==> config.mk <==
export PLATFORM = sky130hd
export DESIGN_NAME = dgp_top
export DESIGN_NICKNAME = d
export VERILOG_FILES = /design/src/core/dgp_pkg.sv /design/src/core/dgp_pin_mux.sv /design/src/core/dgp_sync.sv /design/src/core/dgp_top.sv
export SDC_FILE = /design/constraint.sdc
export NUM_CORES = 1
export LEC_CHECK = 0
export ABC_CLOCK_PERIOD_IN_PS = 1410
export BUFFER_PORTS_ARGS = -buffer_cell sky130_fd_sc_hd__buf_2
export CAP_MARGIN = 20
export CORE_MARGIN = 4
export CORE_UTILIZATION = 40
export CTS_BUF_LIST = sky130_fd_sc_hd__clkbuf_4
export CTS_CLUSTER_DIAMETER = 100
export DETAILED_ROUTE_END_ITERATION = 8
export PLACE_DENSITY_LB_ADDON = 0.15
export SYNTH_ARGS = -nofsm -noshare
export SYNTH_HDL_FRONTEND = slang
export SYNTH_SLANG_ARGS = --single-unit
==> constraint.sdc <==
create_clock -name ref_clk -period 1.41 [get_ports ref_clk]
set_input_delay 0.141 -clock ref_clk [delete_from_list [all_inputs] [get_ports ref_clk]]
set_output_delay 0.141 -clock ref_clk [all_outputs]
set_load 0.1 [all_outputs]
==> src/core/dgp_pkg.sv <==
// Notes on behaviour
// - Bus-control port: four pins, latch and direction each
// - Direction one means input, zero drives latch
// - Read returns pins; write loads latch only
// - Bus mode pins carry latch, read, write strobes
// - Read and write strobes are active low
// - Bus modes take three pins; fourth stays GPIO
// - Other modes keep low three pins as GPIO
// - Analog port: eight pins, upper four analog
// - Analog direction resets to all ones
// - Power-on clears data; warm reset keeps low nibble
package dgp_pkg;

  // APB geometry; byte address is four times the register index
  localparam int APB_AW = 8;
  localparam int APB_DW = 32;
  localparam int IDX_W = APB_AW - 2;

  // Register indices
  localparam logic [IDX_W-1:0] IDX_ANA_DIR = 6'h10;
  localparam logic [IDX_W-1:0] IDX_ANA_DATA = 6'h11;
  localparam logic [IDX_W-1:0] IDX_BUS_DATA = 6'h12;
  localparam logic [IDX_W-1:0] IDX_BUS_DIR = 6'h13;
  localparam logic [IDX_W-1:0] IDX_STATUS = 6'h14;
  localparam logic [IDX_W-1:0] IDX_CONV_CTRL = 6'h15;

  // Reset values
  localparam logic [7:0] ANA_DIR_RST = 8'hFF;
  localparam logic [3:0] ANA_DATA_HI_RST = 4'h0;
  localparam logic [3:0] ANA_DATA_LO_RST = 4'h0;
  localparam logic [7:0] CONV_CTRL_RST = 8'h00;
  localparam logic [3:0] BUS_DIR_RST = 4'hF;
  localparam logic [3:0] BUS_DATA_RST = 4'h0;

  // Converter control fields
  localparam int CONV_CFG_LSB = 0;
  localparam int CONV_CFG_W = 4;
  localparam logic [7:0] CONV_CTRL_WMASK = 8'hEF;
  localparam logic [3:0] CFG_DIGITAL_FROM = 4'h8;

  // Bus-control pin roles
  localparam int BUS_ALE_BIT = 0;
  localparam int BUS_OE_BIT = 1;
  localparam int BUS_WR_BIT = 2;
  localparam int BUS_CAP_BIT = 3;
  localparam logic [3:0] BUS_TAKE_MASK = 4'h7;

  // Status fields
  localparam int STAT_MODE_LSB = 0;
  localparam int STAT_BUS_BIT = 2;
  localparam int STAT_VALID_BIT = 3;

  // Shared analog pins start at this bit
  localparam int ANA_SHARED_LSB = 4;

  // Cycles the mode strap must settle after reset release
  localparam logic [1:0] STRAP_SETTLE = 2'h2;

  typedef enum logic [1:0] {
    MODE_MICROPROC = 2'h0,
    MODE_MICROCTRL = 2'h1,
    MODE_EXT_MICROCTRL = 2'h2,
    MODE_PROT_MICROCTRL = 2'h3
  } dgp_mode_t;

  typedef enum logic [1:0] {
    ST_SETTLE = 2'b01,
    ST_RUN = 2'b10
  } dgp_strap_st_t;

endpackage

==> src/core/dgp_pin_mux.sv <==
`timescale 1ns/1ns
`default_nettype none
module dgp_pin_mux import dgp_pkg::*; #(
  parameter int W = 4
) (
  // Port state
  input wire logic [W-1:0] latch,
  input wire logic [W-1:0] dir,
  // Alternate function
  input wire logic [W-1:0] alt_en,
  input wire logic [W-1:0] alt_val,
  // Pad side
  output logic [W-1:0] pin_o,
  output logic [W-1:0] pin_oe
);

  if (W < 1) begin : g_bad_w
    $error("dgp_pin_mux width must be at least one");
  end

  for (genvar i = 0; i < W; i++) begin : g_pin
    // Alternate function overrides the direction bit
    assign pin_o[i] = alt_en[i] ? alt_val[i] : latch[i];
    assign pin_oe[i] = alt_en[i] | ~dir[i];
  end

endmodule
`default_nettype wire

==> src/core/dgp_sync.sv <==
`timescale 1ns/1ns
`default_nettype none
module dgp_sync import dgp_pkg::*; #(
  parameter int W = 4
) (
  // Clock and reset
  input wire logic ref_clk,
  input wire logic rst_n,
  // Data
  input wire logic [W-1:0] async_i,
  output logic [W-1:0] sync_o
);

  if (W < 1) begin : g_bad_w
    $error("dgp_sync width must be at least one");
  end

  logic [W-1:0] meta_q;
  logic [W-1:0] sync_q;

  // First stage feeds only the second stage
  always_ff @(posedge ref_clk or negedge rst_n) begin
    if (!rst_n) begin
      meta_q <= '0;
      sync_q <= '0;
    end else begin
      meta_q <= async_i;
      sync_q <= meta_q;
    end
  end

  assign sync_o = sync_q;

endmodule
`default_nettype wire

==> src/core/dgp_top.sv <==
// The APB slave port is this design's own decision.
`timescale 1ns/1ns
`default_nettype none
module dgp_top import dgp_pkg::*; #(
  parameter int BUS_W = 4,
  parameter int ANA_W = 8
) (
  // Clock and resets
  input wire logic ref_clk,
  input wire logic rst_n,
  input wire logic por_rst_n,

  // APB slave
  input wire logic psel,
  input wire logic penable,
  input wire logic pwrite,
  input wire logic [APB_AW-1:0] paddr,
  input wire logic [APB_DW-1:0] pwdata,
  input wire logic [3:0] pstrb,
  output logic [APB_DW-1:0] prdata,
  output logic pready,
  output logic pslverr,

  // Operating mode strap
  input wire logic [1:0] oper_mode_strap,

  // System bus strobes from the external bus unit
  input wire logic sysbus_ale,
  input wire logic sysbus_oe_n,
  input wire logic sysbus_wr_n,

  // Bus-control port pads
  input wire logic [BUS_W-1:0] bus_ctrl_pin_i,
  output logic [BUS_W-1:0] bus_ctrl_pin_o,
  output logic [BUS_W-1:0] bus_ctrl_pin_oe,

  // Analog-shared port pads
  input wire logic [ANA_W-1:0] analog_pin_i,
  output logic [ANA_W-1:0] analog_pin_o,
  output logic [ANA_W-1:0] analog_pin_oe,

  // To the capture unit and converter
  output logic capture_input_four,
  output logic [ANA_W-ANA_SHARED_LSB-1:0] analog_sel,
  output logic bus_mode_active
);

  localparam int SH_W = ANA_W - ANA_SHARED_LSB;

  // Register layout is fixed at these widths
  if (BUS_W != 4) begin : g_bad_bus_w
    $error("bus-control port must be four pins wide");
  end
  if (ANA_W != 8) begin : g_bad_ana_w
    $error("analog-shared port must be eight pins wide");
  end
  // Pin roles and fields must sit inside their ports and registers
  if (BUS_CAP_BIT >= BUS_W || BUS_WR_BIT >= BUS_W) begin : g_bad_roles
    $error("bus-control pin roles outside the port");
  end
  if (ANA_SHARED_LSB >= ANA_W) begin : g_bad_shared
    $error("shared analog pins outside the port");
  end
  if (CONV_CFG_LSB + CONV_CFG_W > 8) begin : g_bad_cfg
    $error("port configuration field outside its register");
  end
  if (APB_DW < ANA_W || APB_AW < 3) begin : g_bad_apb
    $error("APB geometry too narrow for the register map");
  end

  // Synchronised pad inputs
  logic [BUS_W-1:0] bus_pin_s;
  logic [ANA_W-1:0] ana_pin_s;
  logic [1:0] strap_s;

  dgp_sync #(.W(BUS_W)) u_sync_bus (
    .ref_clk(ref_clk),
    .rst_n(rst_n),
    .async_i(bus_ctrl_pin_i),
    .sync_o(bus_pin_s)
  );

  dgp_sync #(.W(ANA_W)) u_sync_ana (
    .ref_clk(ref_clk),
    .rst_n(rst_n),
    .async_i(analog_pin_i),
    .sync_o(ana_pin_s)
  );

  dgp_sync #(.W(2)) u_sync_strap (
    .ref_clk(ref_clk),
    .rst_n(rst_n),
    .async_i(oper_mode_strap),
    .sync_o(strap_s)
  );

  // Mode strap capture after reset release
  dgp_strap_st_t strap_st_q;
  logic [1:0] settle_q;
  dgp_mode_t mode_q;

  always_ff @(posedge ref_clk or negedge rst_n) begin
    if (!rst_n) begin
      strap_st_q <= ST_SETTLE;
    end else begin
      case (strap_st_q)
        ST_SETTLE: begin
          if (settle_q == STRAP_SETTLE) begin
            strap_st_q <= ST_RUN;
          end
        end
        ST_RUN: begin
          strap_st_q <= ST_RUN;
        end
        default: begin
          strap_st_q <= ST_SETTLE;
        end
      endcase
    end
  end

  always_ff @(posedge ref_clk or negedge rst_n) begin
    if (!rst_n) begin
      settle_q <= 2'h0;
    end else if (strap_st_q == ST_SETTLE && settle_q != STRAP_SETTLE) begin
      settle_q <= settle_q + 2'h1;
    end
  end

  // Until settled the pins stay plain I/O, so no strobe glitches out
  always_ff @(posedge ref_clk or negedge rst_n) begin
    if (!rst_n) begin
      mode_q <= MODE_MICROCTRL;
    end else if (strap_st_q == ST_SETTLE && settle_q == STRAP_SETTLE) begin
      mode_q <= dgp_mode_t'(strap_s);
    end
  end

  logic bus_take;
  assign bus_take = (strap_st_q == ST_RUN) &&
                    (mode_q == MODE_MICROPROC || mode_q == MODE_EXT_MICROCTRL);
  assign bus_mode_active = bus_take;

  // APB decode
  logic [IDX_W-1:0] idx;
  logic aligned;
  logic setup_ph;
  logic wr_ok;
  logic hit_ana_dir;
  logic hit_ana_data;
  logic hit_bus_data;
  logic hit_bus_dir;
  logic hit_status;
  logic hit_conv;
  logic hit_any;

  assign idx = paddr[APB_AW-1:2];
  assign aligned = (paddr[1:0] == 2'h0);
  assign setup_ph = psel & ~penable;
  assign hit_ana_dir = aligned && idx == IDX_ANA_DIR;
  assign hit_ana_data = aligned && idx == IDX_ANA_DATA;
  assign hit_bus_data = aligned && idx == IDX_BUS_DATA;
  assign hit_bus_dir = aligned && idx == IDX_BUS_DIR;
  assign hit_status = aligned && idx == IDX_STATUS;
  assign hit_conv = aligned && idx == IDX_CONV_CTRL;
  assign hit_any = hit_ana_dir | hit_ana_data | hit_bus_data |
                   hit_bus_dir | hit_status | hit_conv;

  // Zero-wait slave: every access ends in its first access cycle
  assign pready = 1'b1;
  assign wr_ok = psel & penable & pwrite & pstrb[0];

  // Port state
  logic [BUS_W-1:0] bus_latch_q;
  logic [BUS_W-1:0] bus_dir_q;
  logic [ANA_W-1:0] ana_dir_q;
  logic [SH_W-1:0] ana_latch_hi_q;
  logic [ANA_W-SH_W-1:0] ana_latch_lo_q;
  logic [7:0] conv_ctrl_q;

  always_ff @(posedge ref_clk or negedge rst_n) begin
    if (!rst_n) begin
      bus_latch_q <= BUS_DATA_RST;
    end else if (wr_ok && hit_bus_data) begin
      bus_latch_q <= pwdata[BUS_W-1:0];
    end
  end

  always_ff @(posedge ref_clk or negedge rst_n) begin
    if (!rst_n) begin
      bus_dir_q <= BUS_DIR_RST;
    end else if (wr_ok && hit_bus_dir) begin
      bus_dir_q <= pwdata[BUS_W-1:0];
    end
  end

  always_ff @(posedge ref_clk or negedge rst_n) begin
    if (!rst_n) begin
      ana_dir_q <= ANA_DIR_RST;
    end else if (wr_ok && hit_ana_dir) begin
      ana_dir_q <= pwdata[ANA_W-1:0];
    end
  end

  always_ff @(posedge ref_clk or negedge rst_n) begin
    if (!rst_n) begin
      ana_latch_hi_q <= ANA_DATA_HI_RST;
    end else if (wr_ok && hit_ana_data) begin
      ana_latch_hi_q <= pwdata[ANA_W-1:ANA_SHARED_LSB];
    end
  end

  // Low nibble survives a warm reset; only power-on clears it
  always_ff @(posedge ref_clk or negedge por_rst_n) begin
    if (!por_rst_n) begin
      ana_latch_lo_q <= ANA_DATA_LO_RST;
    end else if (wr_ok && hit_ana_data) begin
      ana_latch_lo_q <= pwdata[ANA_SHARED_LSB-1:0];
    end
  end

  always_ff @(posedge ref_clk or negedge rst_n) begin
    if (!rst_n) begin
      conv_ctrl_q <= CONV_CTRL_RST;
    end else if (wr_ok && hit_conv) begin
      conv_ctrl_q <= pwdata[7:0] & CONV_CTRL_WMASK;
    end
  end

  // Analog selection of the shared pins
  logic [CONV_CFG_W-1:0] port_config_field;
  assign port_config_field = conv_ctrl_q[CONV_CFG_LSB +: CONV_CFG_W];
  assign analog_sel = (port_config_field < CFG_DIGITAL_FROM) ? {SH_W{1'b1}} : '0;

  // Digital read path, analog pins forced to zero
  logic [ANA_W-1:0] ana_read;
  assign ana_read = {ana_pin_s[ANA_W-1:ANA_SHARED_LSB] & ~analog_sel,
                     ana_pin_s[ANA_SHARED_LSB-1:0]};

  logic [7:0] status_val;
  always_comb begin
    status_val = 8'h00;
    status_val[STAT_MODE_LSB +: 2] = mode_q;
    status_val[STAT_BUS_BIT] = bus_take;
    status_val[STAT_VALID_BIT] = (strap_st_q == ST_RUN);
  end

  // Read data captured in the setup cycle, held for the access cycle
  logic [APB_DW-1:0] rdata_d;
  logic [APB_DW-1:0] rdata_q;
  logic slverr_q;

  always_comb begin
    rdata_d = '0;
    case (1'b1)
      hit_ana_dir: rdata_d[ANA_W-1:0] = ana_dir_q;
      hit_ana_data: rdata_d[ANA_W-1:0] = ana_read;
      hit_bus_data: rdata_d[BUS_W-1:0] = bus_pin_s;
      hit_bus_dir: rdata_d[BUS_W-1:0] = bus_dir_q;
      hit_status: rdata_d[7:0] = status_val;
      hit_conv: rdata_d[7:0] = conv_ctrl_q;
      default: rdata_d = '0;
    endcase
  end

  always_ff @(posedge ref_clk or negedge rst_n) begin
    if (!rst_n) begin
      rdata_q <= '0;
    end else if (setup_ph) begin
      rdata_q <= pwrite ? '0 : rdata_d;
    end
  end

  always_ff @(posedge ref_clk or negedge rst_n) begin
    if (!rst_n) begin
      slverr_q <= 1'b0;
    end else if (setup_ph) begin
      slverr_q <= ~hit_any;
    end
  end

  assign prdata = rdata_q;
  assign pslverr = slverr_q & psel & penable;

  // Bus-control pin functions
  logic [BUS_W-1:0] bus_alt_en;
  logic [BUS_W-1:0] bus_alt_val;

  always_comb begin
    bus_alt_en = bus_take ? BUS_TAKE_MASK : '0;
    bus_alt_val = '0;
    bus_alt_val[BUS_ALE_BIT] = sysbus_ale;
    bus_alt_val[BUS_OE_BIT] = sysbus_oe_n;
    bus_alt_val[BUS_WR_BIT] = sysbus_wr_n;
  end

  dgp_pin_mux #(.W(BUS_W)) u_mux_bus (
    .latch(bus_latch_q),
    .dir(bus_dir_q),
    .alt_en(bus_alt_en),
    .alt_val(bus_alt_val),
    .pin_o(bus_ctrl_pin_o),
    .pin_oe(bus_ctrl_pin_oe)
  );

  // Fourth pin also feeds capture in every mode
  assign capture_input_four = bus_pin_s[BUS_CAP_BIT];

  dgp_pin_mux #(.W(ANA_W)) u_mux_ana (
    .latch({ana_latch_hi_q, ana_latch_lo_q}),
    .dir(ana_dir_q),
    .alt_en({ANA_W{1'b0}}),
    .alt_val({ANA_W{1'b0}}),
    .pin_o(analog_pin_o),
    .pin_oe(analog_pin_oe)
  );

endmodule
`default_nettype wire

==> reports/qor.yml, run 1 <==
run_status: "complete, but fails checks"
violations: "setup timing"
min_path_type: "in2async"
grt_setup_unrepaired: "true"
yosysTopAreaCell: "dfrtp_1"
synth_xor_area_share_pct: 0.274
fmax_ghz: 0.519
required_ns: 1.27
clock_latency_ns: 0.42
grt_max_degree: 31
synth_top_family_by_area: "multiplexers"
dr.pass1.iters: 6
grt_use_met1_pct: 20.6
synthArstFlopShare_pct: 100
fin_ws_ns: -0.518
seqPwrFrac_pct: 49.6
antenna_found_initial: 0
drc_errors: 0
avgSynthCellArea_sq_um: 12.1
ff2ff_path_depth: 8
port_buffers: 78
wl_mm: 7.35
areaGrowthSynthToFinish_pct: 42.8
dpl-instance-area_sq_um: 4010
drive_gt1_share_pct: 50.4
grt_busiest_layer: "met2"
yosys.area_share.adder_pct: 1.18
power.leakage_uw: 0.00222
clkPwrFrac_pct: 33.0
synth_most_common_cell: "dfrtp_1"
setup_viol: 12
worstSetupPathType: "reg2out"
synth-edff-count: 0
num_antenna_cells: 0
clockBufferDepth: 2
switchingPower_uw: 1300
grt_usage_pct: 15.9
chipWidth_microns: 97.4
maxSlewViolCount: 0
clock_skew_ns: 0.0199
finalCritPeriodShare_pct: 137
ys_types: 31
critPathSlowestCell: "dfstp_2"
clock_sinks: 74
fin_tns_setup_ns: -3.37
start_kind: "flop"
critPathCaptureType: "output port"
synth_ff_type: "dfrtp_1"
grt_pass1_vias: 2322
synth_commonest_cells: "60 x dfrtp_1, 39 x mux2_2, 29 x buf_4"
comb_power_share_pct: 17.4
dieArea_sq_um: 9480
path_buf_inv: 2
ys_warn_count: 0
swShare_pct: 29.3
regToRegEndpoint: "prdata[3]"
synth-seq-cells: 74
cpLargestDelayFamily: "flip-flops"
root_buffer: "clkbuf_4"
reg2reg_setup_slack_ns: -0.28
cts_max_level: 3
grt-ovfl-total: 0
muxShareOfSynthArea_pct: 15.0
cts_buffers: 9
synth_cells: 263
wire_per_inst_microns: 14.9
synth_seq_area_share_pct: 58.5
io_pins: 131
cp_max_fo: 5
tritoncts: "yes"
p_per_area_nw_per_um2: 974
p_int_uw: 3140
path_clk_slew_ns: 0.12
synth_compound_area_share_pct: 5.99
hold_viol: 0
slowest_delay_ns: 0.55
syn_area_sq_um: 3190
use_met2_pct: 25.6
yosys.area.top_type_share_pct: 47.0
nFillCells: 650
arrival_ns: 1.79
vias_per_cell: 4.54
grt_util_met3_pct: 4.52
synthTopCellsByArea: "dfrtp_1 47%, mux2_2 14%, dfstp_2 12%, buf_4 6.8%, nand2_1 3.3%"
r2r-start: "strap_st_q[0]"
first_iter_violations: 58
ir_drop_uv: 735
grt_pass1_wl_mm: 11.8
finalNetCount: 456
dpl.hpwl_mm: 5.52
fin_area_sq_um: 4560
cap_viol_max_count: 0
fin_util_pct: 59.0
yosys.area_share.simple_pct: 8.77
core_area_sq_um: 7730
via_count: 2240
start_util_pct: 41.3
path_cells: "inv_2, ha_4, nand2b_4, mux2_4, buf_12"
ant_nets: 0
rows: 32
place_congestion: 0.768
fp.dieH_microns: 97.4
period_needed_ns: 1.93
## layout make-up
| type | instances | area (sq um) | share of cell area (%) |
|---|---|---|---|
| well taps | 102 | 128 | 2.80 |
| multi-input cells | 158 | 1210 | 26.6 |
| inverters | 15 | 63.8 | 1.40 |
| repair buffers | 128 | 1120 | 24.6 |
| clock inverters | 5 | 80.1 | 1.76 |
| clock buffers | 11 | 82.6 | 1.81 |
| flip-flops and latches | 74 | 1870 | 41.0 |
## worst max-delay path by stage
| stage | start | to | slack [ns] | depth (start not counted) |
|---|---|---|---|---|
| finish | strap_st_q[0] | bus_ctrl_pin_o[2] | -0.52 | 5 |
| global route | strap_st_q[0] | bus_ctrl_pin_o[1] | -0.60 | 5 |
| CTS | strap_st_q[0] | bus_ctrl_pin_o[2] | -0.54 | 5 |
| detailed placement | paddr[5] | bus_latch_q[2] | -0.43 | 5 |
| global placement | paddr[5] | bus_latch_q[3] | -0.37 | 5 |
| floorplan | paddr[4] | ana_dir_q[0] | -0.26 | 5 |
## per-layer routing
metal  up-vias  share of wire (%)
met5         -                  0
met4         0                1.8
met3        10                5.2
met2        66                 48
met1      1076                 45
li1       1088                  -
## what timing repair did
item                                    CTS  global route
hold buffers                             20             0
endpoints found under the setup margin   24            35
pin swaps                                 2             2
gates resized for setup                  31            26
setup buffers                             4             2
endpoints found under the hold margin    48             0
## logic make-up after synthesis
group / after synthesis
DFF: 74
and+or+nand+nor: 54
buffers and inverters: 54
muxes: 43
AOI/OAI and AO/OA: 32
adders and majority gates: 3
other: 2
xor gates and xnor gates: 1
## cells in the final DEF (no fill, tap or decap), types with 7 or more instances in the layout
cell	count
buf_6	8
inv_1	10
mux2_2	28
buf_12	15
nand2_1	25
o21ai_0	11
mux2_4	11
a21oi_1	7
buf_4	27
conb_1	25
dfrtp_1	58
clkbuf_4	19
dlygate4sd3_1	20
buf_2	48
dfstp_2	14
## metrics by stage
step / power (uW) / setup slack (ns) / std cells / hold WS [ns]
5_1_grt: 4640 / -0.596 / 493 / 0.0184
3_5_place_dp: 2960 / -0.429 / 453 / -0.0488
2_1_floorplan: 2790 / -0.262 / 286 / -0.155
3_3_place_gp: 2960 / -0.373 / 453 / -0.0525
4_1_cts: 4480 / -0.536 / 491 / 0.0103
6_report: 4440 / -0.518 / 493 / 0.0493
## state kept, by name, summed over array words and instances, names as in the netlist
signal / count
ana_dir_q: 8
bus_latch_q: 4
ana_latch_hi_q: 4
ana_latch_lo_q: 4
prdata: 8
u_sync_ana.meta_q: 8
u_sync_strap.sync_o: 2
u_sync_strap.meta_q: 2
strap_st_q: 2
slverr_q: 1
conv_ctrl_q: 7
u_sync_ana.sync_o: 8
u_sync_bus.sync_o: 4
bus_dir_q: 4
mode_q: 2
settle_q: 2
u_sync_bus.meta_q: 4
## worst register-to-register path, delay by kind of cell, from the launching register on
kind                     cells  cell delay [ns]
flip-flops                   1             0.55
buffers and inverters        4             0.42
multiplexers                 1             0.26
AO/OA/AOI/OAI                2             0.21
adder cells (fa/ha/maj)      1             0.16
## power groups by stage
stage / clock (uW) / sequential [uW] / combinational, uW
after floorplan: 0 / 2270 / 524
after global placement: 0 / 2240 / 714
after detailed placement: 0 / 2240 / 718
after CTS: 1510 / 2200 / 765
after global routing: 1620 / 2210 / 811
final: 1470 / 2200 / 771
No activity file was read; power rests on OpenSTA's default activity.
==> run 2, diff against run 1 <==
==> constraint.sdc (replaced) <==
create_clock -name ref_clk -period 1.41 [get_ports ref_clk]
set_input_delay 0.141 -clock ref_clk [delete_from_list [all_inputs] [get_ports ref_clk]]
set_output_delay 0.141 -clock ref_clk [all_outputs]
set_load 0.02 [all_outputs]
==> run 2 against run 1 <==
Net effect:
- the run still ends with setup timing left
- final cell count rose by 1.6%
- critical path depth stayed put
- die area unchanged
- clock power down 10%
- clock skew decreased by 0.015 ns
- setup slack improved by 0.036 ns
- sequential share of layout area up 2.2 points
- first-iteration DRC count increased by 24%
- final area decreased by 5.2%
==> reports/qor.yml, run 2 (synthesized netlist as in run 1, its figures left out) <==
clockBufferDepth: 2
cts_max_level: 3
swShare_pct: 25.9
crit_end: "bus_ctrl_pin_o[2]"
clock_sinks: 74
p_int_uw: 2920
grt_use_met1_pct: 20.1
clock_skew_ns: 0.00519
violations: "setup timing"
num_antenna_cells: 0
place_inst: 456
fmax_ghz: 0.528
cap_viol_max_count: 0
grt_usage_pct: 15.8
p_per_area_nw_per_um2: 910
seqPwrFrac_pct: 55.9
arrival_ns: 1.75
antenna_found_initial: 0
fp.dieH_microns: 97.4
start_kind: "flop"
required_ns: 1.27
period_needed_ns: 1.89
place_congestion: 0.765
switchingPower_uw: 1020
start_util_pct: 41.3
setup_viol: 9
core_area_sq_um: 7730
drc_errors: 0
instances_no_fill: 501
first_iter_violations: 72
power_uw: 3940
grt_max_degree: 23
ant_nets: 0
fin_util_pct: 56.0
worstSetupPathType: "reg2out"
grt_pass1_vias: 2334
reg2reg_setup_slack_ns: -0.21
ff2ff_path_depth: 7
grt_pass1_wl_mm: 11.8
drive_gt1_share_pct: 49.6
r2r-start: "strap_st_q[0]"
use_met2_pct: 25.5
areaGrowthSynthToFinish_pct: 35.4
clock_latency_ns: 0.42
finalCritPeriodShare_pct: 134
vias_per_cell: 4.46
fin_tns_setup_ns: -3.33
clkPwrFrac_pct: 33.4
dpl.hpwl_mm: 5.49
grt-ovfl-total: 0
cp_max_fo: 6
regToRegEndpoint: "prdata[3]"
port_buffers: 78
rows: 32
path_clk_slew_ns: 0.12
most-common-layout-cells: "73 x buf_2, 59 x dfrtp_1, 34 x buf_4"
min_path_type: "in2async"
hold_viol: 0
ir_drop_uv: 534
startpoint: "strap_st_q[0]"
run_status: "complete, but fails checks"
power.leakage_uw: 0.00214
finalNetCount: 464
wl_mm: 6.96
dieArea_sq_um: 9480
io_pins: 131
fin_ws_ns: -0.482
chipWidth_microns: 97.4
grt_util_met3_pct: 5.17
root_buffer: "clkbuf_4"
final_common_cell: "buf_2"
via_count: 2234
tritoncts: "yes"
maxSlewViolCount: 0
critPathCaptureType: "output port"
grt_setup_unrepaired: "true"
cts_buffers: 9
grt_busiest_layer: "met2"
wire_per_inst_microns: 13.9
dr.pass1.iters: 4
comb_power_share_pct: 10.6
-- run 2: cell types whose count changed in the layout (fill, tap and decap cells not counted), moves of 4 or more --
cell / change
inv_1: +4
buf_12: -12
buf_4: +7
buf_2: +25
clkbuf_4: -10
-- run 2: cell type report --
| class | count | area (sq um) |
|---|---|---|
| clock buffer | 9 | 67.6 |
| clock inverter | 7 | 76.3 |
| fill | 686 | 3400 |
| inverter | 15 | 56.3 |
| multi-input combinational | 158 | 1180 |
| sequential | 74 | 1870 |
| tap | 102 | 128 |
| timing repair buffer | 136 | 948 |
-- run 2: power by group through the flow --
stage	Combinational [uW]	Sequential, uW	Clock (uW)
2_1_floorplan	215	2240	0
3_3_place_gp	362	2240	0
3_5_place_dp	367	2240	0
4_1_cts	416	2200	1360
5_1_grt	461	2210	1470
6_report	419	2200	1320
-- run 2: what timing repair did --
action	4_1_cts	5_1_grt
hold buffers	20	0
setup endpoints to repair	9	14
endpoints found under the hold margin	76	0
gates resized for setup	14	6
buffers inserted	4	6
pin swaps	0	4
-- run 2: how the worst min path moves through the flow --
| stage | startpoint | endpoint | slack (ns) | depth (start not counted) |
|---|---|---|---|---|
| 2_1_floorplan | rst_n | ana_latch_hi_q[0] | -0.15 | 0 |
| 3_3_place_gp | por_rst_n | ana_latch_lo_q[1] | -0.05 | 1 |
| 5_1_grt | por_rst_n | ana_latch_lo_q[0] | 0.03 | 2 |
| 3_5_place_dp | por_rst_n | ana_latch_lo_q[1] | -0.05 | 1 |
| 6_report | por_rst_n | ana_latch_lo_q[1] | 0.04 | 2 |
| 4_1_cts | por_rst_n | ana_latch_lo_q[1] | 0.01 | 2 |
-- run 2: metal layers --
metal,vias to the layer above,part of all wire (%)
met5,-,0
li1,1098,-
met2,70,48
met4,0,1.7
met1,1055,43
met3,11,6.5
-- run 2: critical path: stages, from the launching register on --
cell and delay, ns:
dfstp_2 0.56, inv_2 0.05, ha_4 0.17, nand2b_4 0.11, mux2_4 0.31, buf_6 0.13
-- run 2: metrics by stage --
step / instance area (sq um) / setup WS (ns) / hold slack [ns]
floorplan: 3380 / -0.262 / -0.155
global placement: 3860 / -0.408 / -0.0528
detailed placement: 3860 / -0.458 / -0.0470
CTS: 4270 / -0.514 / 0.0135
global route: 4330 / -0.564 / 0.0261
finish: 4330 / -0.482 / 0.0364
==> run 3, diff against run 2 <==
PLACE_DENSITY = 0.71   (was not set)
PLACE_DENSITY_LB_ADDON = not set   (was 0.15)
==> run 3 against run 2 <==
Net effect:
- the run still ends with setup timing left
- highest routed layer unchanged
- critical endpoint is now bus_ctrl_pin_o[0]
- sequential power about the same
- clock skew up 0.0088 ns
- combinational power down 1%
==> reports/qor.yml, run 3 (synthesized netlist as in run 1, its figures left out) <==
dieArea_sq_um: 9480
fin_tns_setup_ns: -3.35
dr.pass1.iters: 4
start_util_pct: 41.3
via_count: 2271
fin_util_pct: 55.7
hold_viol: 0
port_buffers: 78
clkPwrFrac_pct: 32.6
wl_mm: 7.18
p_int_uw: 2910
root_buffer: "clkbuf_4"
clock_skew_ns: 0.0140
run_status: "complete, but fails checks"
fmax_ghz: 0.536
worstSetupPathType: "reg2out"
antenna_found_initial: 0
core_area_sq_um: 7730
dpl.hpwl_mm: 5.31
rows: 32
fin_ws_ns: -0.455
finalNetCount: 459
period_needed_ns: 1.86
chipWidth_microns: 97.4
grt_pass1_wl_mm: 11.8
areaGrowthSynthToFinish_pct: 34.6
critPathCaptureType: "output port"
cts_max_level: 3
seq_area_sq_um: 1870
grt-ovfl-total: 0
comb_power_share_pct: 10.7
pre_cts_ws_ns: -0.440
cp_max_fo: 6
drive_gt1_share_pct: 49.0
arrival_ns: 1.72
most-common-layout-cells: "74 x buf_2, 59 x dfrtp_1, 28 x nand2_1, 28 x mux2_2, 26 x buf_4"
multi_input_area_sq_um: 1190
clock_sinks: 74
final_common_cell: "buf_2"
place_congestion: 0.802
setup_viol: 9
p_per_area_nw_per_um2: 901
clockBufferDepth: 2
maxSlewViolCount: 0
cts_buffers: 9
switchingPower_uw: 964
place_inst: 450
grt_setup_unrepaired: "true"
ir_drop_uv: 643
seqPwrFrac_pct: 56.8
ant_nets: 0
finalCritPeriodShare_pct: 132
violations: "setup timing"
path_clk_slew_ns: 0.11
nFillCells: 652
swShare_pct: 24.9
min_path_type: "in2reg"
tritoncts: "yes"
io_pins: 131
grt_max_degree: 33
first_iter_violations: 76
cap_viol_max_count: 0
start_kind: "flop"
num_antenna_cells: 0
power_uw: 3880
wire_per_inst_microns: 14.5
fp.dieH_microns: 97.4
required_ns: 1.27
instances_no_fill: 496
grt_pass1_vias: 2410
drc_errors: 0
grt_usage_pct: 15.7
power.leakage_uw: 0.00212
vias_per_cell: 4.58
clock_latency_ns: 0.40
run 3: routing by layer:
metal  part of all wire (%)  track usage, %
met5                      0               0
met4                    1.8            6.07
met3                    4.9            3.80
met2                     49            26.9
met1                     44            19.2
run 3: final cells by class:
cell class                 instances  area share, %
clock buffer                      10           1.75
clock inverter                     6           1.37
inverter                          15           1.31
multi-input combinational        158           27.6
sequential                        74           43.5
tap                              102           2.97
timing repair buffer             131           21.5
run 3: power by group through the flow:
stage,Combinational [uW],Clock (uW),Sequential [uW]
floorplan,215,0,2240
detailed placement,354,0,2240
global placement,347,0,2240
finish,413,1260,2200
global route,454,1410,2210
CTS,408,1300,2200
run 3: worst paths after layout:
path,startpoint,end,slack (ns),depth (start not counted)
max in group asynchronous,rst_n,ana_dir_q[2],0.65,3
min in group asynchronous,por_rst_n,ana_latch_lo_q[1],0.07,2
setup reg to reg,strap_st_q[0],prdata[3],-0.37,9
hold reg to reg,u_sync_ana.meta_q[4],u_sync_ana.sync_o[4],0.34,0
hold / removal,pwdata[0],bus_dir_q[0],0.05,2
setup / recovery,strap_st_q[0],bus_ctrl_pin_o[0],-0.45,5
run 3: worst max-delay path, cell delays in order, from the launching register on:
cell and delay [ns]:
dfstp_2 0.55, inv_2 0.05, ha_4 0.16, nand2b_4 0.11
mux2_4 0.31, buf_6 0.13
run 3: through the flow:
step,instance area (sq um),hold slack (ns)
global route,4300,0.0382
finish,4300,0.0536
detailed placement,3820,-0.0489
floorplan,3380,-0.155
CTS,4250,0.0246
global placement,3820,-0.0544
run 3: repair_timing:
action	CTS	global route
endpoints found under the setup margin	10	15
cloned	0	0
gates resized for setup	16	6
pin swaps	2	2
endpoints found under the hold margin	89	0
setup buffers	7	5
hold buffers	20	0
